### src/brownout_stack_defines.svh
// constants for the brown-out and stack reset controller
// assumes inclusion by bare name from the controller, the stack and the bench modules
`ifndef BROWNOUT_STACK_DEFINES_SVH
`define BROWNOUT_STACK_DEFINES_SVH

// brown-out mode configuration field codes
`define BOD_MODE_OFF      2'h0
`define BOD_MODE_SW       2'h1
`define BOD_MODE_NOSLEEP  2'h2
`define BOD_MODE_ALWAYS   2'h3

// return-address stack geometry
`define STACK_DEPTH       16
`define STACK_WIDTH       15
`define STACK_PTR_W       5
`define STACK_IDX_W       4

// reset values
`define STACK_PTR_RST     5'h00
`define FLAG_RST          1'b0

`endif

### src/brownout_stack_pkg.sv
// types shared by the brown-out and stack reset controller
// assumes the defines header is on the include path
package brownout_stack_pkg;

  // power sequencing states, one-hot
  typedef enum logic [3:0] {
    ST_STARTUP = 4'h1,
    ST_RUN     = 4'h2,
    ST_SLEEP   = 4'h4,
    ST_WAKE    = 4'h8
  } power_state_e;

endpackage : brownout_stack_pkg

### src/brownout_and_stack_reset_ctrl.sv
// reset-source controller: brown-out modes and stack overflow/underflow resets
// assumes the analog comparator outputs and cpu events are synchronous to sys_clk_i
//
// Notes on behaviour
// - Mode 11 keeps detection on always and holds start-up until ready with supply above threshold.
// - Mode 11 keeps protection in sleep and adds no brown-out delay to wake-up.
// - Mode 10 enables detection except in sleep and holds start-up until ready with supply good.
// - Mode 10 disables protection for the whole of sleep.
// - Mode 10 holds wake-up completion until the re-enabled detector is ready.
// - Mode 01 enables detection from the software brown-out enable bit.
// - Mode 01 releases start-up without waiting for ready or supply level.
// - Mode 01 applies brown-out resets only once the detector is ready after enabling.
// - The detector ready state is readable as the ready flag of the control register.
// - Mode 01 protection is unaltered by entering or leaving sleep.
// - With stack reset enabled, a push beyond level sixteen resets and sets the overflow flag.
// - With stack reset enabled, a pop below level one resets and sets the underflow flag.
// - The stack is 16 entries of 15 bits and flags record events whether or not reset is enabled.
`timescale 1ns/1ps
`include "brownout_stack_defines.svh"

module brownout_and_stack_reset_ctrl (
  input  wire logic                     sys_clk_i,
  input  wire logic                     reset_n_i,
  input  wire logic [1:0]               brownout_mode_cfg_i,
  input  wire logic                     stack_reset_enable_i,
  input  wire logic                     sw_brownout_enable_i,
  input  wire logic                     sleep_i,
  input  wire logic                     bod_ready_i,
  input  wire logic                     bod_trip_i,
  input  wire logic                     push_i,
  input  wire logic                     pop_i,
  input  wire logic [`STACK_WIDTH-1:0]  push_data_i,
  input  wire logic                     clear_overflow_i,
  input  wire logic                     clear_underflow_i,
  output logic      [`STACK_WIDTH-1:0]  top_data_o,
  output logic                          brownout_detect_en_o,
  output logic                          brownout_ready_flag_o,
  output logic                          stack_overflow_flag_o,
  output logic                          stack_underflow_flag_o,
  output logic                          reset_req_o,
  output logic                          startup_hold_o,
  output logic                          wake_hold_o,
  output logic                          sleeping_o
);

  brownout_stack_pkg::power_state_e state_r;
  brownout_stack_pkg::power_state_e state_nxt;

  logic detect_en;
  logic protect_en;
  logic bod_reset;
  logic stack_ovf_ev;
  logic stack_unf_ev;
  logic stack_reset;
  logic reset_req_r;
  logic startup_ok;

  // true for the modes that gate start-up on the detector
  function automatic logic mode_gates_startup(input logic [1:0] mode);
    mode_gates_startup = (mode == `BOD_MODE_ALWAYS) || (mode == `BOD_MODE_NOSLEEP);
  endfunction : mode_gates_startup

  // one-hot state test, shared by the enable decode and the hold outputs
  function automatic logic in_state(input brownout_stack_pkg::power_state_e cur,
                                    input brownout_stack_pkg::power_state_e want);
    in_state = (cur == want);
  endfunction : in_state

  // ===========================================================
  // detector enable and protection per mode
  // ===========================================================
  always_comb begin
    case (brownout_mode_cfg_i)
      `BOD_MODE_ALWAYS:  detect_en = 1'b1;
      `BOD_MODE_NOSLEEP: detect_en = !in_state(state_r, brownout_stack_pkg::ST_SLEEP);
      `BOD_MODE_SW:      detect_en = sw_brownout_enable_i;
      default:           detect_en = 1'b0;
    endcase
  end

  // protection only counts once the detector says ready, so a settling
  // comparator cannot fire a false reset just after it is switched on
  assign protect_en = detect_en & bod_ready_i;
  assign bod_reset  = protect_en & bod_trip_i;

  // start-up gate: gated modes need ready and supply above threshold
  assign startup_ok = mode_gates_startup(brownout_mode_cfg_i) ?
                      (bod_ready_i & ~bod_trip_i) : 1'b1;

  // ===========================================================
  // power sequencing state machine
  // ===========================================================
  // start-up waits on the gate, sleep follows sleep_i, and only the
  // off-in-sleep mode passes through a wake hold on the way back to run;
  // a reset request overrides all of it in the state register below
  always_comb begin
    state_nxt = state_r;
    case (state_r)
      brownout_stack_pkg::ST_STARTUP: begin
        if (startup_ok) begin
          state_nxt = brownout_stack_pkg::ST_RUN;
        end
      end
      brownout_stack_pkg::ST_RUN: begin
        if (sleep_i) begin
          state_nxt = brownout_stack_pkg::ST_SLEEP;
        end
      end
      brownout_stack_pkg::ST_SLEEP: begin
        if (!sleep_i) begin
          // only off-in-sleep mode delays wake-up
          if (brownout_mode_cfg_i == `BOD_MODE_NOSLEEP) begin
            state_nxt = brownout_stack_pkg::ST_WAKE;
          end else begin
            state_nxt = brownout_stack_pkg::ST_RUN;
          end
        end
      end
      brownout_stack_pkg::ST_WAKE: begin
        // a ready left over from before sleep must not end the wake;
        // the detector has to be driven enabled again first
        if (bod_ready_i && brownout_detect_en_o) begin
          state_nxt = brownout_stack_pkg::ST_RUN;
        end
      end
      default: state_nxt = brownout_stack_pkg::ST_STARTUP;
    endcase
  end

  // any reset request sends the sequence back to start-up
  always_ff @(posedge sys_clk_i) begin
    if (!reset_n_i || reset_req_r) begin
      state_r <= brownout_stack_pkg::ST_STARTUP;
    end else begin
      state_r <= state_nxt;
    end
  end

  // ===========================================================
  // stack and its events
  // ===========================================================
  return_stack u_stack (
    .sys_clk_i   (sys_clk_i),
    .reset_n_i   (reset_n_i),
    .flush_i     (reset_req_r),
    .push_i      (push_i),
    .pop_i       (pop_i),
    .push_data_i (push_data_i),
    .top_data_o  (top_data_o),
    .overflow_o  (stack_ovf_ev),
    .underflow_o (stack_unf_ev)
  );

  // a flush on reset_req empties the stack; the flags below survive it
  assign stack_reset = stack_reset_enable_i & (stack_ovf_ev | stack_unf_ev);

  // overflow flag: the event is recorded even with stack reset disabled;
  // set wins over a clear in the same cycle
  always_ff @(posedge sys_clk_i) begin
    if (!reset_n_i) begin
      stack_overflow_flag_o <= `FLAG_RST;
    end else if (stack_ovf_ev) begin
      stack_overflow_flag_o <= 1'b1;
    end else if (clear_overflow_i) begin
      stack_overflow_flag_o <= 1'b0;
    end
  end

  // underflow flag, same set-over-clear priority
  always_ff @(posedge sys_clk_i) begin
    if (!reset_n_i) begin
      stack_underflow_flag_o <= `FLAG_RST;
    end else if (stack_unf_ev) begin
      stack_underflow_flag_o <= 1'b1;
    end else if (clear_underflow_i) begin
      stack_underflow_flag_o <= 1'b0;
    end
  end

  // ===========================================================
  // merged reset request
  // ===========================================================
  // registered so even a one-cycle stack event gives a clean full-cycle
  // pulse; a brown-out keeps it high as long as the trip persists
  always_ff @(posedge sys_clk_i) begin
    if (!reset_n_i) begin
      reset_req_r <= 1'b0;
    end else begin
      reset_req_r <= bod_reset | stack_reset;
    end
  end

  assign reset_req_o = reset_req_r;

  // ===========================================================
  // status and hold outputs
  // ===========================================================
  // ready flag is a plain registered copy; software polls it before
  // relying on protection in the software-controlled mode
  always_ff @(posedge sys_clk_i) begin
    if (!reset_n_i) begin
      brownout_ready_flag_o <= 1'b0;
    end else begin
      brownout_ready_flag_o <= bod_ready_i;
    end
  end

  // registered enable to the comparator, so the analog side never sees
  // a glitch from the mode or state decode
  always_ff @(posedge sys_clk_i) begin
    if (!reset_n_i) begin
      brownout_detect_en_o <= 1'b0;
    end else begin
      brownout_detect_en_o <= detect_en;
    end
  end

  // holds decoded straight from the one-hot state
  assign startup_hold_o = in_state(state_r, brownout_stack_pkg::ST_STARTUP);
  assign wake_hold_o    = in_state(state_r, brownout_stack_pkg::ST_WAKE);
  assign sleeping_o     = in_state(state_r, brownout_stack_pkg::ST_SLEEP);

endmodule : brownout_and_stack_reset_ctrl

### src/return_stack.sv
// 16-entry, 15-bit hardware return-address stack
// assumes push and pop are one-cycle pulses from the cpu, never both at once
`timescale 1ns/1ps
`include "brownout_stack_defines.svh"

module return_stack (
  input  wire logic                      sys_clk_i,
  input  wire logic                      reset_n_i,
  input  wire logic                      flush_i,
  input  wire logic                      push_i,
  input  wire logic                      pop_i,
  input  wire logic [`STACK_WIDTH-1:0]   push_data_i,
  output logic      [`STACK_WIDTH-1:0]   top_data_o,
  output logic                           overflow_o,
  output logic                           underflow_o
);

  logic [`STACK_WIDTH-1:0] mem_r [`STACK_DEPTH];
  logic [`STACK_PTR_W-1:0] ptr_r;
  logic                    full;
  logic                    empty;

  // pointer counts filled levels, 0 to 16
  assign full  = (ptr_r == 5'h10);
  assign empty = (ptr_r == `STACK_PTR_RST);
  // events: a push past level sixteen or a pop below level one
  assign overflow_o  = push_i & full;
  assign underflow_o = pop_i & empty;

  // ===========================================================
  // pointer
  // ===========================================================
  always_ff @(posedge sys_clk_i) begin
    if (!reset_n_i || flush_i) begin
      ptr_r <= `STACK_PTR_RST;
    end else if (push_i && !full) begin
      ptr_r <= ptr_r + 5'h01;
    end else if (pop_i && !empty) begin
      ptr_r <= ptr_r - 5'h01;
    end
  end

  // storage, a push beyond the top is dropped rather than wrapping
  always_ff @(posedge sys_clk_i) begin
    if (push_i && !full) begin
      mem_r[ptr_r[`STACK_IDX_W-1:0]] <= push_data_i;
    end
  end

  // top of stack registered, zero when empty
  always_ff @(posedge sys_clk_i) begin
    if (!reset_n_i || flush_i) begin
      top_data_o <= 15'h0000;
    end else if (push_i && !full) begin
      top_data_o <= push_data_i;
    end else if (pop_i && !empty) begin
      top_data_o <= (ptr_r > 5'h01) ? mem_r[ptr_r[`STACK_IDX_W-1:0] - 4'h2] : 15'h0000;
    end
  end

endmodule : return_stack

### config.mk
export PLATFORM = sky130hd
export DESIGN_NAME = brownout_and_stack_reset_ctrl
export DESIGN_NICKNAME = d
export VERILOG_FILES = /design/src/brownout_stack_pkg.sv /design/src/brownout_and_stack_reset_ctrl.sv /design/src/return_stack.sv
export VERILOG_INCLUDE_DIRS = /design/src
export SDC_FILE = /design/constraint.sdc
export NUM_CORES = 1
export LEC_CHECK = 0
export BUFFER_PORTS_ARGS = -buffer_cell sky130_fd_sc_hd__buf_2
export CAP_MARGIN = 20
export CORE_UTILIZATION = 35
export CTS_BUF_LIST = sky130_fd_sc_hd__clkbuf_8
export CTS_CLUSTER_DIAMETER = 120
export DETAILED_ROUTE_END_ITERATION = 12
export REMOVE_ABC_BUFFERS = 1
export SYNTH_ARGS = -nofsm -noshare
export SYNTH_HDL_FRONTEND = slang
export SYNTH_SLANG_ARGS = --single-unit
export TNS_END_PERCENT = 50
### constraint.sdc
create_clock -name sys_clk_i -period 3 [get_ports sys_clk_i]
set_clock_uncertainty 0.05 [all_clocks]
set_input_delay 0.15 -clock sys_clk_i [delete_from_list [all_inputs] [get_ports sys_clk_i]]
set_output_delay 0.15 -clock sys_clk_i [all_outputs]
set_load 0.1 [all_outputs]
==> run metrics, run 1 <==
Max IR drop VDD=541 uV; most frequent cells in the layout=240 x edfxtp_1, 60 x mux4_2, 50 x buf_2; Synth warnings=0; Seq/Total Area, Yosys=72.9%; maximum clock rate=373 MHz; crit end category=flop; Sw Pwr=4.09 mW; relative slew slack=34.1%; kind of critical path=reg2reg; worst path cell trace=inv_1, ha_1, or3b_1, a211oi_4, nand3_2, o22a_1, o21ai_1; postcts setup bufs=0; final worst slack=0.321 ns; Seq cells post-synth=269; Async SR Flop Fraction=0%; CTS tree=yes; Ant. Diodes=0; final RePlAce weighted congestion=0.793; layout cell share with drive strength beyond 1=28.5%; worst hold margin=0.114 ns; largest net degree at the start of global routing=65; H-tree depth=2; status=finished, final reports clean; HP Start=push_i; Seq pwr share=39.6%; gr ovfl total=0; I/O Buffers=50; internal power=7.65 mW; Initial Util=35.8%; Final period util=89.3%; First-pass DRT Iterations=5; Critical R2R Capture=u_stack.top_data_o[7]; final core occ=42.4%; core area=29800 sq um; RSZ-0062 raised after global routing=no; Final Instance Area=12600 sq um; initial drt markers=425; Setup crit start kind=flop; GRT Total Usage=15.6%; Reg2Reg Setup Slack=0.32 ns; CP required=3.41 ns; Max Slew Vio Count=0; CTS Buf Count=43; Placed Area=11500 sq um; ys flop type=edfxtp_1; TritonCTS Sinks=269; FF-to-FF Start=u_stack.ptr_r[0]; DP Worst Slack=0.329 ns; Avg Cell Area, Syn=19.3 sq um; setup_tns=0 ns; vias in the first global route=6010; wire length of the first global-routing pass=35900 um; crit-path max FO=14; switching portion of total power=34.8%; I/O pin count=51; WHS Endpoint=u_stack.ptr_r[1]; Slowest cell on crit path=or3b_1; clock buffer depth=3; # rows=63; clk_lat worst skew=0.55 ns; peak per-stage delay on the critical path=0.52 ns; Clock power frac=24.8%; initial antenna violation count=0; final setup vio count=0; Post-synth EDFFs=240; min cycle time layout=2.68 ns; library cells used by synthesis=51; Worst-path clk slew=0.06 ns; FILL cells=2657; CP Data Arrival Time=3.09 ns; Cells after Synth=554; clock root buffer=clkbuf_8; worst slew pin tran=0.988 ns; Worst Hold Class=in2reg; R2R cell count=7; max-cap violation count=0; Final Hold Vio Count=0; remaining routing DRC violations=0; hpwl dp=13200 um; final WL=23500 um; Die Area=31200 sq um; Hold Crit Depth=3; Comb pwr share=35.6%; Nets=711; die width=177 um; P per Cell Area=930 nW/um^2; Die Span Y=177 um; WL/cell=21.4 um; Area Growth Syn to Fin=18.2%; Mapped Area=10700 sq um; most common cell after layout, fill and taps aside=edfxtp_1; Via Count=5667; Routed Antenna Nets=0; Leakage=4.33 nW; drt via density=5.16
[through the flow]
step / power [mW] / cells
2_1_floorplan: 7.75 / 524
3_3_place_gp: 8.83 / 992
3_5_place_dp: 8.91 / 992
4_1_cts: 11.9 / 1099
5_1_grt: 12.3 / 1099
6_report: 11.7 / 1099
[cells by family (layout without fill, tap and decap cells)]
logic type | count (synthesis) | in the layout | synth area share (%)
flops | 269 | 269 | 72.9
xor+xnor | 5 | 5 | 0.410
fa+ha+maj | 7 | 7 | 0.820
simple gates | 67 | 67 | 3.50
mux | 92 | 92 | 15.7
buf+inv | 38 | 193 | 1.59
compound gates | 76 | 76 | 5.07
[worst max-delay path by stage]
| stage | startpoint | end | slack (ns) | depth (start not counted) |
|---|---|---|---|---|
| 3_5_place_dp | u_stack.ptr_r[0] | u_stack.top_data_o[0] | 0.33 | 7 |
| 4_1_cts | u_stack.ptr_r[0] | u_stack.top_data_o[0] | 0.32 | 7 |
| 3_3_place_gp | u_stack.ptr_r[0] | u_stack.top_data_o[11] | 0.42 | 7 |
| 5_1_grt | u_stack.ptr_r[0] | u_stack.top_data_o[7] | 0.18 | 7 |
| 2_1_floorplan | u_stack.ptr_r[1] | u_stack.top_data_o[13] | -2.02 | 6 |
| 6_report | u_stack.ptr_r[0] | u_stack.top_data_o[7] | 0.32 | 7 |
[cells in the mapped netlist (all sizes together) (2+ instances only)]
library cell  number  share of area [%]
a22oi             16                1.1
o21ai             19               0.89
clkbuf            13               0.46
nand3              4               0.23
nor4b              4               0.33
xor2               2               0.16
mux2               2               0.21
nor2b              4               0.23
mux2i             30                2.8
and2               3               0.18
inv                8               0.28
buf               17               0.86
dfxtp             29                5.4
nor2              21               0.74
nand2             12               0.42
xnor2              3               0.25
o21a               2               0.14
nand2b             7               0.41
o22ai              3               0.23
edfxtp           240                 67
a21o               3               0.21
mux4              60                 13
nand4              2               0.26
and3               3               0.18
o22a              15                1.2
ha                 7               0.82
a21oi              9               0.42
[state kept, by name, indices dropped and copies added, names as in the netlist]
| name | flops |
|---|---|
| u_stack.ptr_r | 5 |
| stack_underflow_flag_o | 1 |
| reset_req_o | 1 |
| state_r | 4 |
| u_stack.mem_r | 240 |
| u_stack.top_data_o | 15 |
| brownout_detect_en_o | 1 |
| brownout_ready_flag_o | 1 |
| stack_overflow_flag_o | 1 |
[critical path: cells and delay by family (launching register included)]
kind,cells,cell delay [ns]
fa+ha+maj,1,0.25
compound gates,3,0.84
flops,1,0.34
simple gates,2,0.98
buf+inv,1,0.14
[cell type report]
type / count / area (sq um) / share of cell area, %
inverter: 8 / 30.0 / 0.238
sequential: 269 / 7790 / 61.7
multi-input combinational: 247 / 2750 / 21.7
tap: 390 / 488 / 3.86
clock inverter: 31 / 161 / 1.28
clock buffer: 47 / 647 / 5.12
timing repair buffer: 107 / 763 / 6.04
[power by group through the flow]
| stage | Clock [mW] | Sequential, mW | Combinational [mW] |
|---|---|---|---|
| finish | 2.91 | 4.65 | 4.18 |
| global route | 3.16 | 4.68 | 4.46 |
| CTS | 2.99 | 4.66 | 4.23 |
| detailed placement | 0 | 4.73 | 4.18 |
| global placement | 0 | 4.71 | 4.12 |
| floorplan | 0 | 5.48 | 2.27 |
[metal layers]
| layer | routed length (um) | GRT usage (%) | vias to the layer above |
|---|---|---|---|
| met4 | 378 | 4.42 | 0 |
| li1 | - | - | 2513 |
| met2 | 12500 | 28.3 | 161 |
| met3 | 1160 | 2.86 | 33 |
| met5 | 0 | 0 | - |
| met1 | 9480 | 19.0 | 2960 |
[what timing repair did]
| item | 4_1_cts | 5_1_grt |
|---|---|---|
| hold buffers | 29 | 0 |
| resized for setup | 0 | 0 |
| hold endpoints to repair | 248 | 0 |
(Power assumes the default switching activity.)
==> inputs of run 2 (changes only) <==
--- a/config.mk
+++ b/config.mk
@@ -8,10 +8,11 @@
 export LEC_CHECK = 0
 export BUFFER_PORTS_ARGS = -buffer_cell sky130_fd_sc_hd__buf_2
 export CAP_MARGIN = 20
-export CORE_UTILIZATION = 35
+export CORE_UTILIZATION = 55
 export CTS_BUF_LIST = sky130_fd_sc_hd__clkbuf_8
 export CTS_CLUSTER_DIAMETER = 120
 export DETAILED_ROUTE_END_ITERATION = 12
+export PLACE_DENSITY = 0.83
 export REMOVE_ABC_BUFFERS = 1
 export SYNTH_ARGS = -nofsm -noshare
 export SYNTH_HDL_FRONTEND = slang
==> run 2 against run 1 <==
Against the previous run:
- clock power barely moved
- utilization rose by 24 points
- worst setup slack improved by 0.034 ns
- clock-buffer cell count rose by 2
- routed wire length fell by 5.5%
- register-to-register slack improved by 0.03 ns
- die area fell by 36%
- design area fell by 1.2%
- sequential cell count did not move
- sequential power barely moved
- worst hold slack got worse by 0.024 ns
- combinational power barely moved
- critical path type unchanged
==> run metrics, run 2 (synthesized netlist as in run 1, its figures left out) <==
FILL cells=1256 (-53%); final setup vio count=0 (unchanged); Slowest cell on crit path=or3b_1; worst path cell trace=inv_1, ha_1, or3b_1, a211oi_4, nand3_2, o22a_1, o21ai_1; I/O pin count=51 (unchanged); CTS tree=yes; kind of critical path=reg2reg; initial drt markers=581 (+37%); top routing layer in use=met4; Leakage=4.32 nW (about the same); clock buffer depth=3 (unchanged); WHS Endpoint=u_stack.ptr_r[1]; most common cell after layout, fill and taps aside=edfxtp_1; RSZ-0062 raised after global routing=no; DP Worst Slack=0.438 ns (+0.109 ns); layout cell share with drive strength beyond 1=29.8% (+1.3 points); wire length of the first global-routing pass=33900 um (-5.7%); Nets=709 (-0.28%); largest net degree at the start of global routing=65 (unchanged); maximum clock rate=378 MHz (+1.3%); die width=141 um (-20%); relative slew slack=38.2% (+4.0 points); CTS Buf Count=41 (-4.7%); Critical R2R Capture=u_stack.top_data_o[10]; Routed met3 length=1870 um (+61%); Max Slew Vio Count=0 (unchanged); crit end category=flop; min cycle time layout=2.64 ns (-0.0344 ns); worst path buffer plus inverter count=1 (unchanged); clock root buffer=clkbuf_8; hpwl dp=12800 um (-2.7%); Hold Crit Depth=3 (unchanged); CP required=3.40 ns (about the same); worst slew pin tran=0.927 ns (-0.0607 ns); FF-to-FF Start=u_stack.ptr_r[0]; First-pass DRT Iterations=5 (unchanged); Area Growth Syn to Fin=16.8%; R2R cell count=7 (unchanged); # rows=50 (-21%); gr ovfl total=0 (unchanged); crit-path max FO=14 (unchanged); register area=7790 sq um (unchanged); Max IR drop VDD=555 uV (+2.5%); critical path's top delay family=simple AND/OR/NAND/NOR gates; WL met2=11000 um (-12%); peak per-stage delay on the critical path=0.54 ns (+0.02 ns); TritonCTS Sinks=269 (unchanged); Worst Hold Class=in2reg; max FFs per register=240 (unchanged); status=finished, final reports clean; Setup crit start kind=flop; Reg2Reg Setup Slack=0.36 ns (+0.03 ns); max-cap violation count=0 (unchanged); HP Start=push_i; Ant. Diodes=0 (unchanged); core area=18900 sq um (-37%); area of the multi-input gates=2750 sq um (unchanged); P per Cell Area=945 nW/um^2 (+1.7%); final worst slack=0.355 ns (+0.0344 ns); WL/cell=23.1 um (+7.8%); Final Hold Vio Count=0 (unchanged); Gates resized, CTS repair=0 (unchanged); drt via density=6.03 (+17%); setup_tns=0 ns (unchanged); CP Data Arrival Time=3.05 ns (-0.04 ns); H-tree depth=2 (unchanged); Initial Util=56.5% (+21 points); Worst-path clk slew=0.06 ns (about the same); final RePlAce weighted congestion=0.837 (+5.6%); most frequent cells in the layout=240 x edfxtp_1, 60 x mux4_2, 50 x buf_2; clk_lat worst skew=0.54 ns (about the same); vias in the first global route=6120 (+1.8%); I/O Buffers=50 (unchanged); Routed Antenna Nets=0 (unchanged); final WL=22200 um (-5.5%); Via Count=5813 (+2.6%); Die Area=20000 sq um (-36%); Final period util=88.2% (-1.1 points); Met1 Wirelength=8800 um (-7.2%); remaining routing DRC violations=0 (unchanged); initial antenna violation count=0 (unchanged); GRT Total Usage=23.2% (+7.6 points); Die Span Y=141 um (-20%)
## run 2: what timing repair did
action	4_1_cts	5_1_grt
buffers inserted	0	0
hold buffers	28	0
setup endpoints to repair	0	0
endpoints found under the hold margin	248	0
## run 2: metal layers
| metal | track usage [%] | up-vias |
|---|---|---|
| met5 | 0 | - |
| met1 | 30.7 | 2942 |
| met2 | 38.4 | 300 |
| li1 | - | 2509 |
| met4 | 9.55 | 0 |
| met3 | 4.22 | 62 |
## run 2: worst max-delay path by stage
stage                                 from                endpoint  slack [ns]  cells past startpoint
after global routing      u_stack.ptr_r[0]  u_stack.top_data_o[10]        0.19                      7
after global placement    u_stack.ptr_r[0]  u_stack.top_data_o[12]        0.55                      7
after CTS                 u_stack.ptr_r[0]  u_stack.top_data_o[10]        0.36                      7
after floorplan           u_stack.ptr_r[1]  u_stack.top_data_o[13]       -2.02                      6
final                     u_stack.ptr_r[0]  u_stack.top_data_o[10]        0.36                      7
after detailed placement  u_stack.ptr_r[0]   u_stack.top_data_o[8]        0.44                      7
## run 2: per-stage QoR
stage,util (%),cells,cell area (sq um),hold WS [ns],total power [mW]
after floorplan,-,524,10500,0.199,7.75
after global placement,60.3,863,11400,0.355,8.77
after detailed placement,60.3,863,11400,0.369,8.88
after CTS,66.0,964,12500,0.0619,11.9
after global routing,66.0,964,12500,0.117,12.3
final,66.0,964,12500,0.0898,11.8
## run 2: worst register-to-register path, stage by stage (launching register included)
cell,delay [ns]
dfxtp_4,0.35
inv_1,0.13
ha_1,0.27
or3b_1,0.54
a211oi_4,0.44
nand3_2,0.38
o22a_1,0.30
o21ai_1,0.11
## run 2: area by class of cell
type / instances / share of cell area, %
Inverter: 8 / 0.241
Clock inverter: 24 / 1.07
Multi-Input combinational cell: 247 / 22.0
Clock buffer: 49 / 5.41
Tap cell: 260 / 2.61
Sequential cell: 269 / 62.5
Timing Repair Buffer: 107 / 6.20
## run 2: where the power goes
part | internal [mW] | switching (mW) | total, mW
combinational | 1.66 | 2.53 | 4.19
sequential | 4.47 | 0.198 | 4.67
clock | 1.58 | 1.36 | 2.94
==> inputs of run 3 (changes only) <==
--- a/config.mk
+++ b/config.mk
@@ -12,9 +12,11 @@
 export CTS_BUF_LIST = sky130_fd_sc_hd__clkbuf_8
 export CTS_CLUSTER_DIAMETER = 120
 export DETAILED_ROUTE_END_ITERATION = 12
+export GPL_TIMING_DRIVEN = 0
 export PLACE_DENSITY = 0.83
 export REMOVE_ABC_BUFFERS = 1
 export SYNTH_ARGS = -nofsm -noshare
 export SYNTH_HDL_FRONTEND = slang
+export SYNTH_HIERARCHICAL = 1
 export SYNTH_SLANG_ARGS = --single-unit
 export TNS_END_PERCENT = 50
==> run 3 against run 2 <==
Against the previous run:
- die area down 0.19%
- maximum frequency down 9.1%
- worst hold slack improved by 0.055 ns
- critical path depth up 1
- power up 0.72%
- critical path type unchanged
- largest cell class unchanged
- highest routed layer unchanged
==> run metrics, run 3 <==
status=finished, final reports clean; max FFs per register=240 (unchanged); Via Count=5726 (-1.5%); crit end category=flop; CTS tree=yes; # rows=50 (unchanged); most frequent cells after synthesis=240 x edfxtp_1, 60 x mux4_2, 30 x mux2i_1, 29 x dfxtp_1, 19 x nor2_1; Final Instance Area=12500 sq um (+0.60%); CP Data Arrival Time=3.30 ns (+0.25 ns); most frequent cell after synthesis=edfxtp_1; H-tree depth=2 (unchanged); Die Span Y=141 um (about the same); Final Hold Vio Count=0 (unchanged); Ant. Diodes=0 (unchanged); clk_lat worst skew=0.54 ns (about the same); Seq/Total Area, Yosys=73.1% (+0.15 points); max-cap violation count=0 (unchanged); remaining routing DRC violations=0 (unchanged); hpwl dp=13100 um (+2.4%); Area Growth Syn to Fin=17.8%; Synth warnings=6 (+6); FILL cells=1199 (-4.5%); I/O Buffers=50 (unchanged); min cycle time layout=2.91 ns (+0.264 ns); Mapped Area=10700 sq um (-0.20%); final core occ=66.6% (+0.62 points); Final Non-Filler Cells=947 (-1.8%); WL/cell=23.4 um (+1.3%); library cells used by synthesis=50 (-2.0%); Initial Util=56.6% (+0.075 points); TritonCTS Sinks=269 (unchanged); worst hold margin=0.145 ns (+0.0547 ns); core area=18800 sq um (-0.33%); most frequent cells in the layout=240 x edfxtp_1, 60 x mux4_2, 50 x buf_2; Final period util=97.0% (+8.8 points); final worst slack=0.0909 ns (-0.264 ns); initial antenna violation count=0 (unchanged); crit-path max FO=64 (+50); First-pass DRT Iterations=5 (unchanged); Seq cells post-synth=269 (unchanged); die width=141 um (about the same); Async SR Flop Fraction=0% (unchanged); GRT Total Usage=23.3% (+0.080 points); Worst Hold Class=in2reg; Die Area=19900 sq um (-0.19%); relative slew slack=25.4% (-13 points); initial drt markers=578 (-0.52%); vias in the first global route=5964 (-2.5%); worst slew pin tran=1.12 ns (+0.192 ns); top cell type's share of synthesized area=67.6% (+0.13 points); drt via density=6.05 (+0.27%); Placed Cells=843 (-2.3%); most common cell after layout, fill and taps aside=edfxtp_1; Worst-path clk slew=0.06 ns (about the same); clock root buffer=clkbuf_8; final RePlAce weighted congestion=0.848 (+1.3%); Cells after Synth=546 (-1.4%); Placed Area=11400 sq um (+0.52%); layout cell share with drive strength beyond 1=31.0% (+1.2 points); Setup crit start kind=flop; Synth area leader=edfxtp_1; maximum clock rate=344 MHz (-9.1%); DP Worst Slack=-0.641 ns (-1.08 ns); ys flop type=edfxtp_1; P per Cell Area=947 nW/um^2 (+0.12%); wire length of the first global-routing pass=33500 um (-1.2%); final setup vio count=0 (unchanged); top cells by area, synth=edfxtp_1 68%, mux4_2 13%, dfxtp_1 5.4%, mux2i_1 2.8%, o22a_1 1.2%; CTS Buf Count=43 (+4.9%); kind of critical path=reg2reg; Max Slew Vio Count=0 (unchanged); CP required=3.39 ns (about the same); Post-synth EDFFs=240 (unchanged); Routed Antenna Nets=0 (unchanged); clock buffer depth=3 (unchanged); Reg2Reg Setup Slack=0.09 ns (-0.26 ns); largest net degree at the start of global routing=65 (unchanged); final WL=22100 um (-0.46%); gr ovfl total=0 (unchanged); Avg Cell Area, Syn=19.5 sq um (+1.3%); Nets=690 (-2.7%); Max IR drop VDD=596 uV (+7.5%); I/O pin count=51 (unchanged); Leakage=4.31 nW (-0.22%)
run 3: cell types whose count changed after synthesis, sizes merged, moves of 3 or more:
cell,delta
clkbuf,+5
a21oi,-4
buf,-4
a21o,-3
nand3,-3
run 3: area by class of cell:
type,count,area (sq um),share of cell area (%)
clock inverter,31,155,1.24
inverter,9,33.8,0.269
sequential,269,7790,62.1
tap,260,325,2.59
clock buffer,46,633,5.04
multi-input combinational,237,2790,22.2
timing repair buffer,95,816,6.50
run 3: logic make-up after synthesis:
| group | synth area share [%] |
|---|---|
| muxes | 15.6 |
| AOI/OAI and AO/OA | 4.70 |
| and+or+nand+nor | 3.73 |
| adders and majority gates | 0.822 |
| xor gates and xnor gates | 0.411 |
| buffers and inverters | 1.67 |
| DFF | 73.1 |
run 3: what timing repair did:
action / 4_1_cts / 5_1_grt
setup buffers: 1 / 0
hold buffers: 26 / 0
gates cloned: 0 / 0
endpoints found under the hold margin: 247 / 0
setup endpoints to repair: 59 / 59
resized for setup: 6 / 6
run 3: worst max-delay path: stages (launching register included):
cell	delay, ns
dfxtp_4	0.36
buf_16	0.22
inv_2	0.15
ha_2	0.22
or3b_4	0.41
a211o_1	0.39
or4_4	0.71
o22a_1	0.22
o21ai_0	0.07
run 3: routing by layer:
layer  up-vias  wire length, um  global-route usage, %
li1       2465                -                      -
met1      2911             8570                   31.3
met2       294            11000                   38.0
met3        56             1990                   4.72
met4         0              550                   8.75
met5         -                0                      0
run 3: report_power, final:
group          leakage (nW)  internal (mW)  switching, mW  total (mW)
clock network         0.454           1.50           1.35        2.85
registers              2.41           4.49          0.267        4.75
logic                  1.45           1.79           2.48        4.28
run 3: final timing paths:
| kind | start | endpoint | depth (start not counted) |
|---|---|---|---|
| worst max-delay path | u_stack/ptr_r[1] | u_stack/top_data_o[11] | 8 |
| worst min-delay path | sleep_i | state_r[2] | 5 |
| worst max register to register | u_stack/ptr_r[1] | u_stack/top_data_o[11] | 8 |
| worst min register to register | reset_req_o | state_r[0] | 2 |
run 3: through the flow:
stage / power, mW / TNS [ns]
4_1_cts: 11.9 / 0
3_3_place_gp: 8.29 / -867.15
6_report: 11.9 / 0
5_1_grt: 12.4 / -0.00818
2_1_floorplan: 7.74 / -371.62
3_5_place_dp: 8.97 / -31.02
